===== src/lsc_pkg.sv =====
package lsc_pkg;

  // Internal oscillator, also the only clock
  localparam int CLK_PERIOD_NS = 10;
  localparam int NS_PER_US     = 1000;
  localparam int US_PER_MS     = 1000;
  localparam int CW            = 24;
  localparam int TW            = 8;

  // Times in their own units
  localparam int RESET_HOLD_MS   = 4;
  localparam int RES_FALL_US     = 10;
  localparam int DOM_TIMEOUT_MS  = 20;
  localparam int TX_RELEASE_US   = 10;
  localparam int IGN_DEBOUNCE_US = 100;
  localparam int TRIG_MIN_NS     = 200;
  localparam int WD_LEAD_US      = 154800;
  localparam int WD_CLOSED_US    = 20640;
  localparam int WD_OPEN_US      = 21670;

  // Cycle counts; least times round up, longest times round down
  localparam int RESET_HOLD_CYC = (RESET_HOLD_MS * US_PER_MS * NS_PER_US + CLK_PERIOD_NS - 1)
                                  / CLK_PERIOD_NS;
  localparam int RES_FALL_CYC   = (RES_FALL_US * NS_PER_US) / CLK_PERIOD_NS;
  localparam int DOM_TO_CYC     = (DOM_TIMEOUT_MS * US_PER_MS * NS_PER_US) / CLK_PERIOD_NS;
  localparam int TX_REL_CYC     = (TX_RELEASE_US * NS_PER_US + CLK_PERIOD_NS - 1)
                                  / CLK_PERIOD_NS;
  localparam int IGN_DB_CYC     = (IGN_DEBOUNCE_US * NS_PER_US) / CLK_PERIOD_NS;
  localparam int TRIG_MIN_CYC   = (TRIG_MIN_NS + CLK_PERIOD_NS - 1) / CLK_PERIOD_NS;
  localparam int WD_LEAD_CYC    = (WD_LEAD_US * NS_PER_US) / CLK_PERIOD_NS;
  localparam int WD_CLOSED_CYC  = (WD_CLOSED_US * NS_PER_US) / CLK_PERIOD_NS;
  localparam int WD_OPEN_CYC    = (WD_OPEN_US * NS_PER_US) / CLK_PERIOD_NS;

  // Synchroniser bit positions
  localparam int SN    = 12;
  localparam int S_EN  = 0;
  localparam int S_TXD = 1;
  localparam int S_KCK = 2;
  localparam int S_WDD = 3;
  localparam int S_HSC = 4;
  localparam int S_HSF = 5;
  localparam int S_IGN = 6;
  localparam int S_LWK = 7;
  localparam int S_BUV = 8;
  localparam int S_RUV = 9;
  localparam int S_OT  = 10;
  localparam int S_RX  = 11;

  // Pin defaults: pull-ups high, pull-downs low, regulator starts low
  localparam logic [SN-1:0] SYNC_RST = 12'hA86;
  localparam logic [1:0]    LH_GOOD_LAST = 2'h2;
  localparam logic          FS_SRC_POWER = 1'h0;
  localparam logic          FS_SRC_WAKE  = 1'h1;

  typedef enum logic [1:0] {LSC_FAILSAFE, LSC_NORMAL, LSC_SILENT, LSC_SLEEP} lsc_mode_t;
  typedef enum logic [1:0] {LSC_WD_LEAD, LSC_WD_CLOSED, LSC_WD_OPEN} lsc_wd_phase_t;

  function automatic logic [CW-1:0] lsc_inc(input logic [CW-1:0] c);
    lsc_inc = (c == {CW{1'b1}}) ? c : c + 24'h000001;
  endfunction

endpackage


===== src/lsc_wd_if.sv =====
`timescale 1ns/1ps
`default_nettype none
interface lsc_wd_if;
  logic en;
  logic hold;
  logic kick_lvl;
  logic trig_ok;
  logic wd_rst;
  modport wd  (input en, input hold, input kick_lvl, output trig_ok, output wd_rst);
  modport ctl (output en, output hold, output kick_lvl, input trig_ok, input wd_rst);
endinterface
`default_nettype wire


===== src/lsc_top.sv =====
// Behaviour
// - Regulator undervoltage pulls reset output low after fall delay, held low.
// - Reset output stays low 4 ms after regulator recovers.
// - Normal mode: low transmit input drives bus dominant, high leaves recessive.
// - Transmit low at Normal entry keeps driver off until high over 10 us.
// - Transmit low longer than 20 ms forces driver recessive.
// - After time-out, driver re-enabled only after 10 us high.
// - Stuck-low transmit still allows Sleep entry; mode uses actual transmit level.
// - Fail-Safe mode turns transmit pin into output showing fail-safe source.
// - Watchdog trigger counts only when low phase reaches minimum width.
// - Watchdog and oscillator reference off when disable input high; default on.
// - High-side output follows its control input; control defaults low.
// - High-side output forced off in Sleep mode.
// - After protective shutdown, high-side stays off until control goes low.
// - Limp-home output off at power-up and after Sleep wake-up.
// - Limp-home changes only in Normal and Fail-Safe; frozen in Silent.
// - Watchdog reset turns limp-home on; three good triggers turn it off.
// - Ignition wakes from Sleep or Silent on rising edge only.
// - Ignition input debounced about 100 us before wake-up accepted.
// - Local wake input low wakes device from Sleep or Silent.
// - Bus overtemperature turns driver off until cleared; receive output high.
// - Battery undervoltage inhibits bus transmission.
// - After power-up the device starts in Fail-Safe with regulator on.
// - Enable low with transmit high gives Silent; with transmit low, Sleep.
// - Missed open window or early trigger pulls reset low and turns limp-home on.
// - Silent mode forces receive output high.
`timescale 1ns/1ps
`default_nettype none
module lsc_top
  import lsc_pkg::*;
#(
  parameter logic [CW-1:0] RESET_HOLD = CW'(RESET_HOLD_CYC),
  parameter logic [CW-1:0] DOM_TO     = CW'(DOM_TO_CYC),
  parameter logic [CW-1:0] IGN_DB     = CW'(IGN_DB_CYC),
  parameter logic [CW-1:0] WD_LEAD    = CW'(WD_LEAD_CYC),
  parameter logic [CW-1:0] WD_CLOSED  = CW'(WD_CLOSED_CYC),
  parameter logic [CW-1:0] WD_OPEN    = CW'(WD_OPEN_CYC)
)(
  input  wire logic       clk,
  input  wire logic       rst_b,
  input  wire logic       enable_in,
  input  wire logic       txd_in,
  output logic            txd_out,
  output logic            txd_oe_b,
  input  wire logic       watchdog_kick_n,
  input  wire logic       watchdog_disable_in,
  input  wire logic       highside_ctrl_in,
  input  wire logic       highside_fault_in,
  input  wire logic       ignition_wake_in,
  input  wire logic       local_wake_in,
  input  wire logic       supply_uv_in,
  input  wire logic       regulator_uv_in,
  input  wire logic       bus_overtemp_in,
  input  wire logic       bus_level_in,
  output logic            rxd_out,
  output logic            bus_dominant_out,
  output logic            uv_reset_b,
  output logic            limp_home_out,
  output logic            highside_switch_out,
  output logic            watchdog_osc_ref,
  output logic            regulator_on_out,
  output logic [1:0]      mode_out
);

  typedef struct packed {
    logic [SN-1:0] s1;
    logic [SN-1:0] s2;
    lsc_mode_t     mode;
    logic          armed;
    logic [CW-1:0] dom_cnt;
    logic [CW-1:0] hi_cnt;
    logic [CW-1:0] res_cnt;
    logic [CW-1:0] ign_cnt;
    logic          ign_stable;
    logic          hs_latch;
    logic          hs_out;
    logic          bus_drv;
    logic          rxd;
    logic          txd_o;
    logic          txd_oe_b;
    logic          nres_b;
    logic          lh;
    logic [1:0]    good_cnt;
    logic          fs_src;
    logic          osc_ref;
    logic          reg_on;
  } lsc_state_t;

  lsc_state_t q;
  lsc_state_t d;
  lsc_wd_if   wdi ();

  logic txd_lo;
  logic ign_rise;
  logic wake;
  logic wd_active;

  // Watchdog sees only synchronised levels
  assign wdi.en       = !q.s2[S_WDD] && (q.mode == LSC_NORMAL || q.mode == LSC_FAILSAFE);
  assign wdi.hold     = !q.nres_b;
  assign wdi.kick_lvl = q.s2[S_KCK];

  lsc_watchdog #(
    .LEAD_CYC   (WD_LEAD),
    .CLOSED_CYC (WD_CLOSED),
    .OPEN_CYC   (WD_OPEN)
  ) u_wd (
    .clk   (clk),
    .rst_b (rst_b),
    .wd    (wdi.wd)
  );

  always_comb
  begin
    d = q;
    // Two flops on every pin and analog flag
    d.s1 = {bus_level_in, bus_overtemp_in, regulator_uv_in, supply_uv_in, local_wake_in,
            ignition_wake_in, highside_fault_in, highside_ctrl_in, watchdog_disable_in,
            watchdog_kick_n, txd_in, enable_in};
    d.s2 = q.s1;
    txd_lo = !q.s2[S_TXD];
    wd_active = (q.mode == LSC_NORMAL) || (q.mode == LSC_FAILSAFE);

    // Ignition: debounce, then act on the rising edge only
    ign_rise = 1'h0;
    if (q.s2[S_IGN] != q.ign_stable)
    begin
      d.ign_cnt = lsc_inc(q.ign_cnt);
      if (q.ign_cnt >= IGN_DB)
      begin
        d.ign_stable = q.s2[S_IGN];
        d.ign_cnt = '0;
        ign_rise = q.s2[S_IGN];
      end
    end
    else
      d.ign_cnt = '0;
    wake = ign_rise || !q.s2[S_LWK];

    // Operating mode
    case (q.mode)
      LSC_FAILSAFE:
      begin
        if (q.s2[S_EN])
          d.mode = LSC_NORMAL;
      end
      LSC_NORMAL:
      begin
        // Actual transmit level decides, even after a time-out
        if (!q.s2[S_EN])
          d.mode = txd_lo ? LSC_SLEEP : LSC_SILENT;
      end
      LSC_SILENT:
      begin
        if (wake)
          d.mode = LSC_FAILSAFE;
        else if (q.s2[S_EN])
          d.mode = LSC_NORMAL;
      end
      LSC_SLEEP:
      begin
        if (wake)
          d.mode = LSC_FAILSAFE;
      end
      default:
        d.mode = LSC_FAILSAFE;
    endcase
    if (d.mode == LSC_FAILSAFE && q.mode != LSC_FAILSAFE)
      d.fs_src = FS_SRC_WAKE;

    // Transmit gating: dominant time-out and release
    if (txd_lo)
    begin
      d.hi_cnt = '0;
      d.dom_cnt = lsc_inc(q.dom_cnt);
      if (q.dom_cnt >= DOM_TO)
        d.armed = 1'h0;
    end
    else
    begin
      d.dom_cnt = '0;
      d.hi_cnt = lsc_inc(q.hi_cnt);
      if (q.hi_cnt >= CW'(TX_REL_CYC))
        d.armed = 1'h1;
    end
    // A stuck-low pin at entry must not drive the bus
    if (d.mode == LSC_NORMAL && q.mode != LSC_NORMAL)
      d.armed = !txd_lo;
    d.bus_drv = (q.mode == LSC_NORMAL) && (d.mode == LSC_NORMAL) && d.armed && txd_lo
                && !q.s2[S_OT]
                && !q.s2[S_BUV];
    d.rxd = (d.mode == LSC_NORMAL && !q.s2[S_OT]) ? q.s2[S_RX] : 1'h1;

    // Transmit pin reports the fail-safe source
    d.txd_oe_b = (d.mode != LSC_FAILSAFE);
    d.txd_o = (d.mode == LSC_FAILSAFE) ? d.fs_src : 1'h1;

    // High-side switch with latched protection
    if (q.s2[S_HSF])
      d.hs_latch = 1'h1;
    else if (!q.s2[S_HSC])
      d.hs_latch = 1'h0;
    d.hs_out = q.s2[S_HSC] && !q.s2[S_HSF] && !d.hs_latch
               && (d.mode != LSC_SLEEP);

    // Undervoltage reset output
    if (wdi.wd_rst)
    begin
      d.nres_b = 1'h0;
      d.res_cnt = '0;
    end
    else if (q.nres_b)
    begin
      if (q.s2[S_RUV])
      begin
        d.res_cnt = lsc_inc(q.res_cnt);
        if (q.res_cnt >= CW'(RES_FALL_CYC))
        begin
          d.nres_b = 1'h0;
          d.res_cnt = '0;
        end
      end
      else
        d.res_cnt = '0;
    end
    else if (q.s2[S_RUV])
      d.res_cnt = '0;
    else
    begin
      d.res_cnt = lsc_inc(q.res_cnt);
      if (q.res_cnt >= RESET_HOLD)
      begin
        d.nres_b = 1'h1;
        d.res_cnt = '0;
      end
    end

    // Limp-home: cleared on Sleep exit, otherwise only moves while the watchdog runs
    if (q.mode == LSC_SLEEP && d.mode != LSC_SLEEP)
    begin
      d.lh = 1'h0;
      d.good_cnt = '0;
    end
    else if (wd_active)
    begin
      if (wdi.wd_rst)
      begin
        d.lh = 1'h1;
        d.good_cnt = '0;
      end
      else if (wdi.trig_ok && q.lh)
      begin
        d.good_cnt = q.good_cnt + 2'h1;
        if (q.good_cnt == LH_GOOD_LAST)
        begin
          d.lh = 1'h0;
          d.good_cnt = '0;
        end
      end
    end

    d.osc_ref = !q.s2[S_WDD];
    d.reg_on = (d.mode != LSC_SLEEP);
  end

  always_ff @(posedge clk)
  begin
    if (!rst_b)
    begin
      q <= '0;
      q.s1 <= SYNC_RST;
      q.s2 <= SYNC_RST;
      q.rxd <= 1'h1;
      q.txd_o <= FS_SRC_POWER;
      q.osc_ref <= 1'h1;
      q.reg_on <= 1'h1;
    end
    else
      q <= d;
  end

  assign txd_out             = q.txd_o;
  assign txd_oe_b            = q.txd_oe_b;
  assign rxd_out             = q.rxd;
  assign bus_dominant_out    = q.bus_drv;
  assign uv_reset_b          = q.nres_b;
  assign limp_home_out       = q.lh;
  assign highside_switch_out = q.hs_out;
  assign watchdog_osc_ref    = q.osc_ref;
  assign regulator_on_out    = q.reg_on;
  assign mode_out            = q.mode;

endmodule
`default_nettype wire


===== src/lsc_watchdog.sv =====
`timescale 1ns/1ps
`default_nettype none
module lsc_watchdog
  import lsc_pkg::*;
#(
  parameter logic [CW-1:0] LEAD_CYC   = CW'(WD_LEAD_CYC),
  parameter logic [CW-1:0] CLOSED_CYC = CW'(WD_CLOSED_CYC),
  parameter logic [CW-1:0] OPEN_CYC   = CW'(WD_OPEN_CYC)
)(
  input  wire logic clk,
  input  wire logic rst_b,
  lsc_wd_if.wd      wd
);

  typedef struct packed {
    lsc_wd_phase_t   phase;
    logic [CW-1:0]   cnt;
    logic [TW-1:0]   low_cnt;
    logic            trig_ok;
    logic            wd_rst;
  } lsc_wd_state_t;

  lsc_wd_state_t q;
  lsc_wd_state_t d;
  logic          trig;

  always_comb
  begin
    d = q;
    d.trig_ok = 1'h0;
    d.wd_rst = 1'h0;
    trig = 1'h0;
    // Width filter: a trigger counts only once the low phase is long enough
    if (!wd.kick_lvl)
    begin
      if (q.low_cnt < TW'(TRIG_MIN_CYC))
        d.low_cnt = q.low_cnt + 8'h01;
      trig = (q.low_cnt == TW'(TRIG_MIN_CYC - 1));
    end
    else
      d.low_cnt = '0;
    if (!wd.en || wd.hold)
    begin
      // Disabled or reset held: restart with the lead time
      d.phase = LSC_WD_LEAD;
      d.cnt = '0;
    end
    else
    begin
      d.cnt = lsc_inc(q.cnt);
      case (q.phase)
        LSC_WD_LEAD:
        begin
          if (trig)
          begin
            d.phase = LSC_WD_CLOSED;
            d.cnt = '0;
            d.trig_ok = 1'h1;
          end
          else if (q.cnt >= LEAD_CYC)
          begin
            d.wd_rst = 1'h1;
            d.cnt = '0;
          end
        end
        LSC_WD_CLOSED:
        begin
          if (trig)
          begin
            d.wd_rst = 1'h1;
            d.phase = LSC_WD_LEAD;
            d.cnt = '0;
          end
          else if (q.cnt >= CLOSED_CYC)
          begin
            d.phase = LSC_WD_OPEN;
            d.cnt = '0;
          end
        end
        LSC_WD_OPEN:
        begin
          if (trig)
          begin
            d.phase = LSC_WD_CLOSED;
            d.cnt = '0;
            d.trig_ok = 1'h1;
          end
          else if (q.cnt >= OPEN_CYC)
          begin
            d.wd_rst = 1'h1;
            d.phase = LSC_WD_LEAD;
            d.cnt = '0;
          end
        end
        default:
        begin
          d.phase = LSC_WD_LEAD;
          d.cnt = '0;
        end
      endcase
    end
  end

  always_ff @(posedge clk)
  begin
    if (!rst_b)
      q <= '0;
    else
      q <= d;
  end

  assign wd.trig_ok = q.trig_ok;
  assign wd.wd_rst  = q.wd_rst;

endmodule
`default_nettype wire


===== config.mk =====
export PLATFORM = sky130hd
export DESIGN_NAME = lsc_top
export DESIGN_NICKNAME = d
export VERILOG_FILES = /design/src/lsc_pkg.sv /design/src/lsc_wd_if.sv /design/src/lsc_top.sv /design/src/lsc_watchdog.sv
export SDC_FILE = /design/constraint.sdc
export NUM_CORES = 1
export LEC_CHECK = 0
export BUFFER_PORTS_ARGS = -buffer_cell sky130_fd_sc_hd__buf_4
export CAP_MARGIN = 20
export CORE_MARGIN = 1
export CORE_UTILIZATION = 55
export CTS_CLUSTER_DIAMETER = 50
export DETAILED_ROUTE_END_ITERATION = 12
export PLACE_DENSITY = 0.73
export SLEW_MARGIN = 10
export SYNTH_ARGS = -nofsm -noshare
export SYNTH_HDL_FRONTEND = slang
export SYNTH_SLANG_ARGS = --single-unit
export TNS_END_PERCENT = 100

===== constraint.sdc =====
create_clock -name clk -period 5.15 [get_ports clk]
set_input_delay 1.03 -clock clk [delete_from_list [all_inputs] [get_ports clk]]
set_output_delay 1.03 -clock clk [all_outputs]
set_load 0.05 [all_outputs]

==> results.yml <==
run_status:
  outcome: "finished clean"
critical_path:
  slowest_delay_ns: 0.61
  crit_cells: 6
  crit_required_ns: 5.43
  rr_endpoint: "u_wd.q[20]"
  critPathLaunch: "u_wd.q[20]"
  rr_startpoint: "u_wd.q[20]"
  crit_path_cell_trace: "nand3_1 -> nor3_1 -> o21ai_1 -> a32oi_1 -> or2_1 -> nor2_1"
  critPathCaptureType: "flip-flop"
  path_buf_inv: 0
  crit_slowest_cell: "or2_1"
  start_kind: "flip-flop"
  cp.arrival_ns: 2.69
  crit_family: "simple AND/OR/NAND/NOR gates"
  worst-r2r-cell-count: 6
  cp-endpoint: "u_wd.q[20]"
  crit_fanout: 19
  r2r_slack_ns: 2.74
  path_class: "reg -> reg"
logic_synthesis:
  synthCells: 838
  syn_avg_cell_area_um2: 8.802
  synth_top_area_share_pct: 46.96
  ys_ff_latch: 173
  yosysMostFrequentCell: "dfxtp_1"
  synth_common_cells: "173 x dfxtp_1, 129 x nor2_1, 57 x nand2_1"
  synth_top_cells_by_area: "dfxtp_1 47%, nor2_1 6.6%, xor2_1 6.2%"
  synth_area_um2: 7376
  synth_warnings: 0
  yosysUniqueCellTypes: 59
  async_flop_share_pct: 0
  synth_edf_count: 0
  synthFlopType: "dfxtp_1"
  ys_seq_area_share_pct: 46.96
  synth_top_cell_by_area: "dfxtp_1"
global_routing:
  antenna_found_initial: 0
  grt_max_degree: 40
  use_met2_pct: 38.13
  use_met1_pct: 26.94
  grt_pass1_wl_mm: 25.48
  grt_busiest_layer: "met2"
  grt_usage_pct: 22.49
  globalRouteMet3Util_pct: 5.959
  grt_pass1_vias: 5696
  overflow: 0
drt:
  via_count: 5846
  route.detailed.drc: 0
  via_per_inst: 5.562
  drt-wirelength-per-cell_um: 14.22
  drt_iter0_drc: 521
  dr.pass1.iters: 5
  totalWireLength_mm: 14.94
  ant_nets: 0
cts:
  cts-root-buf: "clkbuf_16"
  clk_pin_slew_ns: 0.06
  cts.sinks: 173
  cts_buffers: 17
  clock_latency_ns: 0.43
  cts_buffer_depth: 2
  post_cts_resized: 0
  post_cts_buffers: 0
  postCtsHoldBufs: 0
  htree_num_levels: 4
  tritoncts: "built"
timing:
  setup_viol: 0
  tns_ns: 0
  finalClockSkew_ns: 0.008080
  fmax_mhz: 415.2
  worst_slew_pin_slew_ns: 0.8553
  finalCriticalPeriod_ns: 2.409
  fin_crit_sh_pct: 46.77
  grt_setup_unrepaired: "no"
  hold_viol: 0
  maxSlewHeadroom_pct: 42.98
  finalMaxSlewViolations: 0
power_and_ir_drop:
  finalPower_w: 0.002675
  vdd_drop_max_mv: 0.2663
  power_density_nw_per_um2: 323.1
  p_leak_nw: 2.895
worst_hold_path:
  hold_class: "reg -> reg"
  holdPathStages: 1
placement:
  dpl_cell_area_um2: 7701
  gp_congestion: 0.8770
  portBuffers: 24
  dp_hpwl_mm: 10.28
floorplanning:
  row_count: 41
  die_y_um: 117.8
  initial_core_util_pct: 57.51
  fp.dieW_um: 117.8
  num_io_pins: 25
  dieArea_um2: 13880
  coreArea_um2: 12820
layout:
  fin_nets: 891
  drive_above_1_share_pct: 7.167
  fin_area_um2: 8280
  n_antenna_cell: 0
  multi_input_area_um2: 3767
  areaGrowthSynthToFinish_pct: 12.26
  ff_latch_area_um2: 3463
  num-fill-cells: 1126
run:
  max_cap_viol_count: 0
[power breakdown]
group | internal, W | switching [W]
logic | 0.0000238 | 0.0000366
clock network | 0.000739 | 0.000504
registers | 0.00136 | 0.0000130
total | 0.00212 | 0.000554
[registers in the layout, summed over array words and instances (netlist names)]
register,cells
u_wd.wd.trig_ok,1
uv_reset_b,1
u_wd.q,34
q,114
d,12
u_wd.wd.wd_rst,1
regulator_on_out,1
bus_dominant_out,1
limp_home_out,1
txd_oe_b,1
rxd_out,1
txd_out,1
highside_switch_out,1
mode_out,2
watchdog_osc_ref,1
[metal layers]
layer	wire [µm]	vias up
li1	-	2974
met1	6831	2732
met2	7308	115
met3	568	25
met4	233	0
met5	0	-
[cell type report]
cell class / instances / area share [%]
Inverter: 20 / 0.9066
Clock buffer: 22 / 5.606
Multi-Input combinational cell: 630 / 45.50
Sequential cell: 173 / 41.83
Tap cell: 172 / 2.599
Clock inverter: 10 / 1.390
Timing Repair Buffer: 24 / 2.176
[cell usage in the layout (no fill, tap or decap), types with 9 or more instances in the layout]
| master | count |
|---|---|
| o21ai_0 | 14 |
| nand2_1 | 57 |
| buf_4 | 24 |
| xor2_1 | 52 |
| inv_1 | 20 |
| nand3_1 | 48 |
| and3_1 | 25 |
| a21oi_1 | 24 |
| nor2_1 | 129 |
| nor4_1 | 14 |
| a31oi_1 | 9 |
| nand2b_1 | 14 |
| ha_1 | 11 |
| nand4_1 | 44 |
| conb_1 | 15 |
| xnor2_1 | 29 |
| and2_1 | 25 |
| dfxtp_1 | 173 |
| clkbuf_16 | 17 |
| nor3_1 | 31 |
| and4_1 | 13 |
[logic make-up (layout without fill, tap and decap cells)]
logic type,after synthesis,after routing,synth area share [%]
AO/OA/AOI/OAI,88,88,8.262
XOR/XNOR,81,81,9.618
adder cells (fa/ha/maj),11,11,1.866
buffers and inverters,49,76,2.680
flip-flops,173,173,46.96
multiplexers,4,4,0.5429
other,1,15,0.05084
AND/OR/NAND/NOR,431,431,30.03
[metrics by stage]
| step | setup WS [ns] | hold slack, ns | utilization [%] | instances |
|---|---|---|---|---|
| CTS | 2.758 | 0.3935 | 64.57 | 1051 |
| global placement | 2.574 | 0.3759 | 60.05 | 1019 |
| finish | 2.741 | 0.3893 | 64.57 | 1051 |
| detailed placement | 2.514 | 0.3791 | 60.05 | 1019 |
| floorplan | 2.825 | 0.3579 | - | 852 |
| global route | 2.553 | 0.4052 | 64.57 | 1051 |
[worst register-to-register path: stages, from the launching register on]
cell and delay, ns:
dfxtp_1 0.43, nand3_1 0.24, nor3_1 0.28, o21ai_1 0.14
a32oi_1 0.44, or2_1 0.61, nor2_1 0.13
[worst min path at each step]
stage | to | from | slack (ns)
after detailed placement | watchdog_osc_ref | q[116] | 0.38
after global routing | watchdog_osc_ref | q[116] | 0.41
final | watchdog_osc_ref | q[116] | 0.39
after floorplan | watchdog_osc_ref | q[116] | 0.36
after global placement | watchdog_osc_ref | q[116] | 0.38
after CTS | watchdog_osc_ref | q[116] | 0.39
Power figures use the tool's default switching activity.
